$ cat config.mk
export PLATFORM = sky130hd
export DESIGN_NAME = wor_option_regs
export DESIGN_NICKNAME = d
export VERILOG_FILES = /design/src/rtl/wor_pkg.sv /design/src/rtl/wor_option_regs.sv
export VERILOG_INCLUDE_DIRS = /design/src /design/src/rtl
export SDC_FILE = /design/constraint.sdc
export NUM_CORES = 1
export LEC_CHECK = 0
export ABC_AREA = 1
export BUFFER_PORTS_ARGS = -buffer_cell sky130_fd_sc_hd__buf_2
export CORE_MARGIN = 3
export CORE_UTILIZATION = 40
export CTS_CLUSTER_DIAMETER = 60
export CTS_CLUSTER_SIZE = 8
export DETAILED_ROUTE_END_ITERATION = 8
export GPL_ROUTABILITY_DRIVEN = 1
export PLACE_DENSITY = 0.76
export SLEW_MARGIN = 20
export SYNTH_ARGS = -nofsm -noshare
export SYNTH_HDL_FRONTEND = slang
export SYNTH_SLANG_ARGS = --single-unit
$ cat constraint.sdc
create_clock -name clk_in -period 1.55 [get_ports clk_in]
set_input_delay 0.31 -clock clk_in [delete_from_list [all_inputs] [get_ports clk_in]]
set_output_delay 0.31 -clock clk_in [all_outputs]
set_load 0.02 [all_outputs]
$ cat src/rtl/wor_params.svh
// Offsets, field positions, reset values and counts for the option registers
`ifndef WOR_PARAMS_SVH
`define WOR_PARAMS_SVH

`define WOR_ADDR_W        8
`define WOR_IDX_OPT1      8'h1E
`define WOR_IDX_OPT2      8'h1F

`define WOR_OPT1_RST      8'h00
`define WOR_OPT2_RST      8'h00
`define WOR_OPT2_MASK     8'h0F
`define WOR_OPT1_VMODE    3
`define WOR_OPT1_NOVMODE  8'hF7

`define WOR_STAB_LONG     13'h1000
`define WOR_STAB_SHORT    13'h0010
`define WOR_REC_SHORT     13'h0020
`define WOR_REC_LONG      13'h1000
`define WOR_WD_LONG       18'h3FFF0
`define WOR_WD_SHORT      18'h01FF0

`endif

$ cat src/rtl/wor_pkg.sv
// Types shared by the write-once option register block
package wor_pkg;

  typedef struct packed {
    logic watchdog_rate_select;
    logic detector_in_stop;
    logic detector_reset_disable;
    logic detector_power_disable;
    logic detector_voltage_mode;
    logic short_recovery;
    logic stop_enable;
    logic watchdog_disable;
  } wor_opt1_t;

  typedef struct packed {
    logic [3:0] reserved;
    logic       crystal_enable;
    logic       slow_crystal_select;
    logic       external_clock_enable;
    logic       oscillator_in_stop;
  } wor_opt2_t;

  typedef enum logic [1:0] {
    WOR_MON_WIDE_EXT     = 2'h0,
    WOR_MON_CRYSTAL_FAST = 2'h1,
    WOR_MON_CRYSTAL_SLOW = 2'h2
  } wor_mon_range_t;

  typedef struct packed {
    logic        cyc;
    logic        stb;
    logic        we;
    logic [3:0]  sel;
    logic [7:0]  adr;
    logic [31:0] dat;
  } wor_wb_req_t;

  typedef struct packed {
    logic        ack;
    logic [31:0] dat;
  } wor_wb_rsp_t;

endpackage

$ cat src/rtl/wor_option_regs.sv
// Write-once option registers on a classic Wishbone slave, with option decode
`timescale 1ns/10ps
`include "wor_params.svh"

// Summary of operation
// - Each option register takes one write after every reset, later writes ignored; the voltage-mode bit takes one only after power-on reset.
// - Reset clears every option bit except the detector voltage-mode bit.
// - Registers sit at two consecutive indices and read back at any time.
// - Voltage-mode bit cleared and unlocked only by power-on reset.
// - Clock enable and crystal enable choose oscillator pin use.
// - Crystal enable picks long or short clock monitor stabilization divider.
// - Crystal enable picks crystal or wide external clock monitor range.
// - Slow-crystal bit picks slow or fast range, only with clock enable.
// - Oscillator-in-stop clear stops both generated clocks in stop mode.
// - Watchdog rate bit picks long or short watchdog timeout.
// - Detector-in-stop keeps detector running in stop when power enabled.
// - Detector reset-disable blocks resets requested by the detector.
// - Detector power-disable removes power from the detector.
// - Voltage-mode bit picks higher or lower detector voltage mode.
// - Short-recovery bit picks short or long stop exit delay.
// - Stop exit by detector reset always uses the long delay.
// - STOP-enable clear makes the STOP instruction an illegal opcode.
// - Watchdog-disable bit disables the watchdog module.

module wor_option_regs (
  input  wire logic                   clk_in,
  input  wire logic                   resetn_in,
  input  wire logic                   por_resetn_in,
  input  wire wor_pkg::wor_wb_req_t   wb_req_in,
  output      wor_pkg::wor_wb_rsp_t   wb_rsp_out,
  output      wor_pkg::wor_opt1_t     opt1_out,
  output      wor_pkg::wor_opt2_t     opt2_out,
  output      logic                   osc1_is_clock_out,
  output      logic                   osc2_is_crystal_out,
  output      logic [12:0]            stab_div_count_out,
  output      wor_pkg::wor_mon_range_t monitor_range_out,
  input  wire logic                   stop_mode_in,
  output      logic                   gen_clocks_run_out,
  output      logic [17:0]            watchdog_timeout_out,
  output      logic                   watchdog_enable_out,
  output      logic                   detector_power_on_out,
  output      logic                   detector_run_in_stop_out,
  output      logic                   detector_high_voltage_out,
  input  wire logic                   detector_reset_req_in,
  output      logic                   detector_reset_out,
  input  wire logic                   stop_exit_by_detector_in,
  output      logic [12:0]            stop_recovery_count_out,
  input  wire logic                   stop_exec_in,
  output      logic                   stop_grant_out,
  output      logic                   illegal_opcode_out
);

  // Register select: each option register owns one byte address
  function automatic logic wor_hit(input logic [7:0] adr, input logic [7:0] loc);
    wor_hit = (adr == loc);
  endfunction

  // Next value of a write-once register: only the first write since reset lands
  function automatic logic [7:0] wor_once(input logic       wr,
                                          input logic       locked,
                                          input logic [7:0] cur,
                                          input logic [7:0] wdat);
    wor_once = (wr && !locked) ? wdat : cur;
  endfunction

  // Any reset, power-on included, clears the ordinary option state
  logic rst_any_n;
  assign rst_any_n = resetn_in & por_resetn_in;

  logic [7:0]  opt1_r;
  logic [7:0]  opt2_r;
  logic        vmode_r;
  logic        lock1_r;
  logic        lock2_r;
  logic        vlock_r;
  logic        ack_r;
  logic [31:0] rdat_r;

  logic        req;
  logic        hit1;
  logic        hit2;
  logic        wr1;
  logic        wr2;
  logic [7:0]  opt1_view;

  // Single-cycle registered ack, dropped the cycle after it was given
  assign req  = wb_req_in.cyc & wb_req_in.stb & ~ack_r;
  assign hit1 = wor_hit(wb_req_in.adr, `WOR_IDX_OPT1);
  assign hit2 = wor_hit(wb_req_in.adr, `WOR_IDX_OPT2);

  // Only a write that carries lane 0 counts as the one write
  assign wr1 = req & wb_req_in.we & wb_req_in.sel[0] & hit1;
  assign wr2 = req & wb_req_in.we & wb_req_in.sel[0] & hit2;

  always_comb begin
    opt1_view                 = opt1_r;
    opt1_view[`WOR_OPT1_VMODE] = vmode_r;
  end

  always_ff @(posedge clk_in or negedge rst_any_n) begin
    if (!rst_any_n) begin
      ack_r <= 1'b0;
    end else begin
      ack_r <= req;
    end
  end

  // Read data follows the stored values whether written or not
  always_ff @(posedge clk_in or negedge rst_any_n) begin
    if (!rst_any_n) begin
      rdat_r <= 32'h00000000;
    end else if (req && !wb_req_in.we) begin
      if (hit1) begin
        rdat_r <= {24'h000000, opt1_view};
      end else if (hit2) begin
        rdat_r <= {24'h000000, opt2_r};
      end else begin
        rdat_r <= 32'h00000000;
      end
    end
  end

  assign wb_rsp_out.ack = ack_r;
  assign wb_rsp_out.dat = rdat_r;

  // Next values of the write-once registers and their locks
  logic [7:0]  opt1_nxt;
  logic [7:0]  opt2_nxt;
  logic        lock1_nxt;
  logic        lock2_nxt;
  logic        vmode_nxt;
  logic        vlock_nxt;

  // Voltage-mode bit is masked out here and kept in its own flop
  always_comb begin
    opt1_nxt = wor_once(wr1, lock1_r, opt1_r, wb_req_in.dat[7:0] & `WOR_OPT1_NOVMODE);
  end

  always_comb begin
    lock1_nxt = lock1_r | wr1;
  end

  always_comb begin
    opt2_nxt = wor_once(wr2, lock2_r, opt2_r, wb_req_in.dat[7:0] & `WOR_OPT2_MASK);
  end

  always_comb begin
    lock2_nxt = lock2_r | wr2;
  end

  // Voltage-mode bit locks on its first write after power-on only
  always_comb begin
    vmode_nxt = vmode_r;
    if (wr1 && !vlock_r) begin
      vmode_nxt = wb_req_in.dat[`WOR_OPT1_VMODE];
    end
  end

  always_comb begin
    vlock_nxt = vlock_r | wr1;
  end

  // Option register one, voltage-mode bit kept apart
  always_ff @(posedge clk_in or negedge rst_any_n) begin
    if (!rst_any_n) begin
      opt1_r <= `WOR_OPT1_RST;
    end else begin
      opt1_r <= opt1_nxt;
    end
  end

  always_ff @(posedge clk_in or negedge rst_any_n) begin
    if (!rst_any_n) begin
      lock1_r <= 1'b0;
    end else begin
      lock1_r <= lock1_nxt;
    end
  end

  // Option register two
  always_ff @(posedge clk_in or negedge rst_any_n) begin
    if (!rst_any_n) begin
      opt2_r <= `WOR_OPT2_RST;
    end else begin
      opt2_r <= opt2_nxt;
    end
  end

  always_ff @(posedge clk_in or negedge rst_any_n) begin
    if (!rst_any_n) begin
      lock2_r <= 1'b0;
    end else begin
      lock2_r <= lock2_nxt;
    end
  end

  // Voltage mode and its lock survive every reset but power-on
  always_ff @(posedge clk_in or negedge por_resetn_in) begin
    if (!por_resetn_in) begin
      vmode_r <= 1'b0;
    end else begin
      vmode_r <= vmode_nxt;
    end
  end

  always_ff @(posedge clk_in or negedge por_resetn_in) begin
    if (!por_resetn_in) begin
      vlock_r <= 1'b0;
    end else begin
      vlock_r <= vlock_nxt;
    end
  end

  wor_pkg::wor_opt1_t o1;
  wor_pkg::wor_opt2_t o2;
  assign o1 = wor_pkg::wor_opt1_t'(opt1_view);
  assign o2 = wor_pkg::wor_opt2_t'(opt2_r);

  assign opt1_out = o1;
  assign opt2_out = o2;

  // Derived option levels, each one flop behind the option bits
  logic                    osc1_clk_r;
  logic                    osc2_xtal_r;
  logic [12:0]             stab_div_r;
  wor_pkg::wor_mon_range_t mon_range_r;
  logic                    clocks_run_r;
  logic [17:0]             wd_timeout_r;
  logic                    wd_enable_r;
  logic                    det_power_r;
  logic                    det_stop_run_r;
  logic                    det_reset_r;
  logic                    det_high_v_r;
  logic [12:0]             stop_rec_r;
  logic                    stop_grant_r;
  logic                    stop_illegal_r;

  // Oscillator pin use
  always_ff @(posedge clk_in or negedge rst_any_n) begin
    if (!rst_any_n) begin
      osc1_clk_r <= 1'b0;
    end else begin
      osc1_clk_r <= o2.external_clock_enable;
    end
  end

  always_ff @(posedge clk_in or negedge rst_any_n) begin
    if (!rst_any_n) begin
      osc2_xtal_r <= 1'b0;
    end else begin
      osc2_xtal_r <= o2.external_clock_enable & o2.crystal_enable;
    end
  end

  // Clock monitor stabilization divider and expected range
  always_ff @(posedge clk_in or negedge rst_any_n) begin
    if (!rst_any_n) begin
      stab_div_r <= `WOR_STAB_SHORT;
    end else begin
      stab_div_r <= o2.crystal_enable ? `WOR_STAB_LONG : `WOR_STAB_SHORT;
    end
  end

  always_ff @(posedge clk_in or negedge rst_any_n) begin
    if (!rst_any_n) begin
      mon_range_r <= wor_pkg::WOR_MON_WIDE_EXT;
    end else if (!o2.crystal_enable) begin
      mon_range_r <= wor_pkg::WOR_MON_WIDE_EXT;
    end else if (o2.slow_crystal_select && o2.external_clock_enable) begin
      mon_range_r <= wor_pkg::WOR_MON_CRYSTAL_SLOW;
    end else begin
      mon_range_r <= wor_pkg::WOR_MON_CRYSTAL_FAST;
    end
  end

  // Generated clocks held off in stop unless the oscillator is kept on
  always_ff @(posedge clk_in or negedge rst_any_n) begin
    if (!rst_any_n) begin
      clocks_run_r <= 1'b1;
    end else begin
      clocks_run_r <= ~stop_mode_in | o2.oscillator_in_stop;
    end
  end

  // Watchdog timeout and enable
  always_ff @(posedge clk_in or negedge rst_any_n) begin
    if (!rst_any_n) begin
      wd_timeout_r <= `WOR_WD_SHORT;
    end else begin
      wd_timeout_r <= o1.watchdog_rate_select ? `WOR_WD_LONG : `WOR_WD_SHORT;
    end
  end

  always_ff @(posedge clk_in or negedge rst_any_n) begin
    if (!rst_any_n) begin
      wd_enable_r <= 1'b1;
    end else begin
      wd_enable_r <= ~o1.watchdog_disable;
    end
  end

  // Low-voltage detector power, stop behaviour and reset gating
  always_ff @(posedge clk_in or negedge rst_any_n) begin
    if (!rst_any_n) begin
      det_power_r <= 1'b1;
    end else begin
      det_power_r <= ~o1.detector_power_disable;
    end
  end

  always_ff @(posedge clk_in or negedge rst_any_n) begin
    if (!rst_any_n) begin
      det_stop_run_r <= 1'b0;
    end else begin
      det_stop_run_r <= ~o1.detector_power_disable & o1.detector_in_stop;
    end
  end

  always_ff @(posedge clk_in or negedge rst_any_n) begin
    if (!rst_any_n) begin
      det_reset_r <= 1'b0;
    end else begin
      det_reset_r <= detector_reset_req_in & ~o1.detector_reset_disable;
    end
  end

  // Voltage mode flop only sees power-on reset, so its follower does too
  always_ff @(posedge clk_in or negedge por_resetn_in) begin
    if (!por_resetn_in) begin
      det_high_v_r <= 1'b0;
    end else begin
      det_high_v_r <= vmode_r;
    end
  end

  // Stop recovery delay; short delay needs the oscillator kept on or an
  // external source, which is left to software
  always_ff @(posedge clk_in or negedge rst_any_n) begin
    if (!rst_any_n) begin
      stop_rec_r <= `WOR_REC_LONG;
    end else if (o1.short_recovery && !stop_exit_by_detector_in) begin
      stop_rec_r <= `WOR_REC_SHORT;
    end else begin
      stop_rec_r <= `WOR_REC_LONG;
    end
  end

  // STOP instruction: granted or turned into an illegal opcode
  always_ff @(posedge clk_in or negedge rst_any_n) begin
    if (!rst_any_n) begin
      stop_grant_r <= 1'b0;
    end else begin
      stop_grant_r <= stop_exec_in & o1.stop_enable;
    end
  end

  always_ff @(posedge clk_in or negedge rst_any_n) begin
    if (!rst_any_n) begin
      stop_illegal_r <= 1'b0;
    end else begin
      stop_illegal_r <= stop_exec_in & ~o1.stop_enable;
    end
  end

  // Levels to the clock generator, watchdog, detector and stop logic
  assign osc1_is_clock_out         = osc1_clk_r;
  assign osc2_is_crystal_out       = osc2_xtal_r;
  assign stab_div_count_out        = stab_div_r;
  assign monitor_range_out         = mon_range_r;
  assign gen_clocks_run_out        = clocks_run_r;
  assign watchdog_timeout_out      = wd_timeout_r;
  assign watchdog_enable_out       = wd_enable_r;
  assign detector_power_on_out     = det_power_r;
  assign detector_run_in_stop_out  = det_stop_run_r;
  assign detector_reset_out        = det_reset_r;
  assign detector_high_voltage_out = det_high_v_r;
  assign stop_recovery_count_out   = stop_rec_r;
  assign stop_grant_out            = stop_grant_r;
  assign illegal_opcode_out        = stop_illegal_r;

endmodule // wor_option_regs

# Word level (Yosys, flattened, before mapping)
# Cells that the tools add are included.
# classes
eq_ne,2
mux,7
n_bitwise,22
reduce_logical,11
# op_table
op,count
32-bit 2-to-1 mux,1
13-bit 2-to-1 mux,2
18-bit 2-to-1 mux,1
"8-bit by 5-bit equality test with 1-bit output, second input constant",2
1-bit bitwise AND,12
1-bit logical AND,6
1-bit inverter,6
1-bit zero test,5
2-bit 2-to-1 mux,2
4-bit 2-to-1 mux,1
1-bit bitwise OR,4
# totals
regBits,104
inputBits,54
out_inout_bits,105
wordCells,64

# Logic depth before layout (Yosys ltp)
# depth
depth_word,6
mapped_depth,7
mapped_depth_nobuf,7

# Least setup slack after synthesis
# Ideal clock, no wire load.
# synth_path
path_type,flip-flop to flip-flop
start,register ack_r
end,register opt1_r[1]
setup_ps,118
arrival_time_ps,949
required_time_ps,1432
slack_ps,483
stages_incl_launch_ff,7
n_path_buf,0
synth_period_minus_slack_ps,1067
cell_sequence,dfrtp_1 -> inv_1 -> nand3_2 -> nor2_4 -> nand4_2 -> nand2_1 -> nand2_1
# synth_via
elab_chain_len,6
# synth_lines
item,line,rtl
from (decl),wor_option_regs.sv:76,logic ack_r;
from (signal assigned),wor_option_regs.sv:104,ack_r <= req;
1-bit inverter,wor_option_regs.sv:87,assign req = wb_req_in.cyc & wb_req_in.stb & ~ack_r;
1-bit bitwise AND,wor_option_regs.sv:87,
1-bit bitwise AND (3 in series),wor_option_regs.sv:92,assign wr1 = req & wb_req_in.we & wb_req_in.sel[0] & hit1;
1-bit logical AND,wor_option_regs.sv:63,wor_once = (wr && !locked) ? wdat : cur;
to (signal assigned),wor_option_regs.sv:166,opt1_r <= `WOR_OPT1_RST;
to (signal assigned),wor_option_regs.sv:168,opt1_r <= opt1_nxt;
to (decl),wor_option_regs.sv:70,logic [7:0] opt1_r;
# Every way passes these cells.
# A chain may end at the register's enable or synchronous reset.

# Worst setup path after layout
# layout_path
start,register stab_div_r[4] (netlist: stab_div_count_out[4])
end,output stab_div_count_out[4]
# layout_rtl
item,line,rtl
from (decl),wor_option_regs.sv:225,logic [12:0] stab_div_r;
from (signal assigned),wor_option_regs.sv:258,stab_div_r <= `WOR_STAB_SHORT;
from (signal assigned),wor_option_regs.sv:260,stab_div_r <= o2.crystal_enable ? `WOR_STAB_LONG : `WOR_STAB_SHORT;
to (decl),wor_option_regs.sv:35,"output logic [12:0] stab_div_count_out,"
# No word-level cell between the ends.

==> qor.yml <==
grtUsageTotal_pct: 12.5
grt_max_degree: 39
placed_cell_area_sq_mm: 0.00229
htree_levels: 2
fin_tns_setup_ns: 0
required_ns: 1.24
clock_skew_ns: 0.00890
critPathArrivalTime_ns: 0.96
yosys_warnings: 0
worstPathBufferInverterCount: 1
power_density_mw_per_mm2: 828
avgViaCountPerCell: 4.12
overflow: 0
core-area_sq_mm: 0.00517
yosysUniqueCellTypes: 18
grt_pass1_vias: 1329
nets: 362
wl_per_cell_um: 10.3
antenna_found_initial: 0
drt_iter0_drc: 82
areaGrowthSynthToFinish_pct: 10.5
fin_crit_sh_pct: 82.2
r2r_setup_slack_ns: 0.28
avgSynthCellArea_sq_um: 8.97
fin_util_pct: 46.0
cts_root_buf: "clkbuf_8"
crit_family: "flip-flops"
rsz0062_at_grt: "false"
die_width_um: 79.4
grt_pass1_wl_um: 6110
vdd_drop_max_uv: 452
die_area_sq_mm: 0.00630
cp-end-kind: "primary output"
ys_ff_latch: 41
antenna_cells: 0
path_class: "flip-flop to primary output"
ant_nets: 0
dpl.hpwl_um: 2990
floorplan.initialDensity_pct: 41.6
grt_util_met2_pct: 21.2
cts_made_buffers: 5
cts_tree: "built"
place.gp.congestion: 0.714
grt-busiest-layer: "met2"
cp-start-kind: "flip-flop"
ys_seq_area_share_pct: 47.9
use_met3_pct: 3.61
cp_max_fo: 1
num_io_pins: 159
setup_viol: 0
slew_violations: 0
fmax_mhz: 785
max_cap_violations: 0
fin_area_sq_mm: 0.00238
numPortBuffers: 68
path_clk_slew_ns: 0.08
p_leak_nw: 1.45
post_cts_resize_count: 0
die_y_um: 79.4
run_status: "finished, final reports clean"
drt-pass1-iter-count: 4
core.rowCount: 26
slowest_delay_ns: 0.52
cts_max_path_buffers: 2
synth_area_sq_mm: 0.00215
met1_usage_pct: 15.2
drive_gt1_share_pct: 28.8
clock-sinks: 41
finalHoldViolCount: 0
routed_wl_um: 3890
vias: 1562
min-delay-path-class: "input pin to async pin"
path_cells: "buf_2"
clkLatencyLatePin_ns: 0.29
period_minus_slack_ns: 1.27
critPathSlowestCell: "dfstp_2"
drc: 0
syn_inst: 240
cell usage in the layout (no fill, tap or decap):
cell	n
clkbuf_1	2
conb_1	63
o21ai_0	2
buf_2	68
nand3_1	15
clkbuf_8	5
clkinv_1	1
nand4_2	1
a21oi_1	1
dfrtp_1	36
nand3_2	1
dfstp_2	5
nor2_2	1
inv_1	25
nand2_2	1
nand2_1	51
nor2_4	3
clkinv_2	1
nor2_1	9
buf_4	3
dlygate4sd3_1	1
nand4_1	14
routing by layer:
| layer | share of wire [%] | up-vias |
|---|---|---|
| met5 | 0 | - |
| met4 | 1.0 | 0 |
| met3 | 12 | 5 |
| met2 | 49 | 96 |
| met1 | 38 | 712 |
| li1 | - | 749 |
Yosys cell counts:
library cell / count / area (sq um)
conb_1: 2 / 7.51
buf_4: 71 / 533
a21oi_1: 1 / 5.00
clkinv_1: 1 / 3.75
nand2_2: 1 / 6.26
inv_1: 25 / 93.8
o21ai_0: 2 / 10.0
buf_6: 1 / 11.3
nand4_2: 1 / 12.5
nand2_1: 51 / 191
nand4_1: 14 / 87.6
nor2_1: 9 / 33.8
nand3_1: 15 / 75.1
nor2_4: 3 / 33.8
dfstp_2: 5 / 131
dfrtp_1: 36 / 901
nand3_2: 1 / 10.0
nor2_2: 1 / 6.26
final cells by class:
| type | instances | area (sq um) |
|---|---|---|
| Clock buffer | 7 | 76.3 |
| Clock inverter | 1 | 5.00 |
| Fill cell | 517 | 2790 |
| Inverter | 26 | 97.6 |
| Multi-Input combinational cell | 162 | 708 |
| Sequential cell | 41 | 1030 |
| Tap cell | 70 | 87.6 |
| Timing Repair Buffer | 72 | 373 |
power by group:
part           total (mW)  switching [mW]  internal (mW)
Clock               0.646           0.331          0.315
Combinational       0.246           0.205         0.0410
Sequential           1.08         0.00173           1.08
state kept, by name (all words and copies together), names as in the netlist, 2 cells and up:
register                 flops
stab_div_count_out           2
opt2_out                     4
opt1_r                       7
stop_recovery_count_out      2
rdat_r                       8
monitor_range_out            2
final timing paths:
path / start / to / cells after the start
worst min-delay path: resetn_in / rdat_r[3]$_DFFE_PN0P_ / 4
worst min register to register: opt1_r[0]$_DFFE_PN0P_ / watchdog_enable_out$_DFF_PN1_ / 1
max in group asynchronous: por_resetn_in / detector_power_on_out$_DFF_PN1_ / 5
worst max-delay path: stab_div_count_out[4]$_DFF_PN1_ / stab_div_count_out[4] / 1
worst max register to register: ack_r$_DFF_PN0_ / rdat_r[6]$_DFFE_PN0P_ / 6
min in group clk_in: stop_mode_in / gen_clocks_run_out$_DFF_PN1_ / 2
timing repair:
item                      4_1_cts  5_1_grt
hold buffers                    1        0
setup buffers                   0        0
hold endpoints to repair        3        0
through the flow:
stage                     total power, mW  std cells  hold WS [ns]  setup slack [ns]
after CTS                            1.99        379         0.143             0.244
after floorplan                      1.41        301        0.0144             0.344
after global placement               1.34        370         0.115             0.208
final                                1.97        379         0.124             0.276
after global routing                 2.07        379         0.153            0.0924
after detailed placement             1.34        370         0.113             0.158
logic make-up (layout without fill, tap and decap cells):
kind of cell	after synthesis	after routing	synth area share [%]
buffers and inverters	98	106	29.8
other	2	63	0.349
DFF	41	41	47.9
AOI/OAI and AO/OA	3	3	0.697
and+or+nand+nor	96	96	21.2
(Power assumes the default switching activity.)
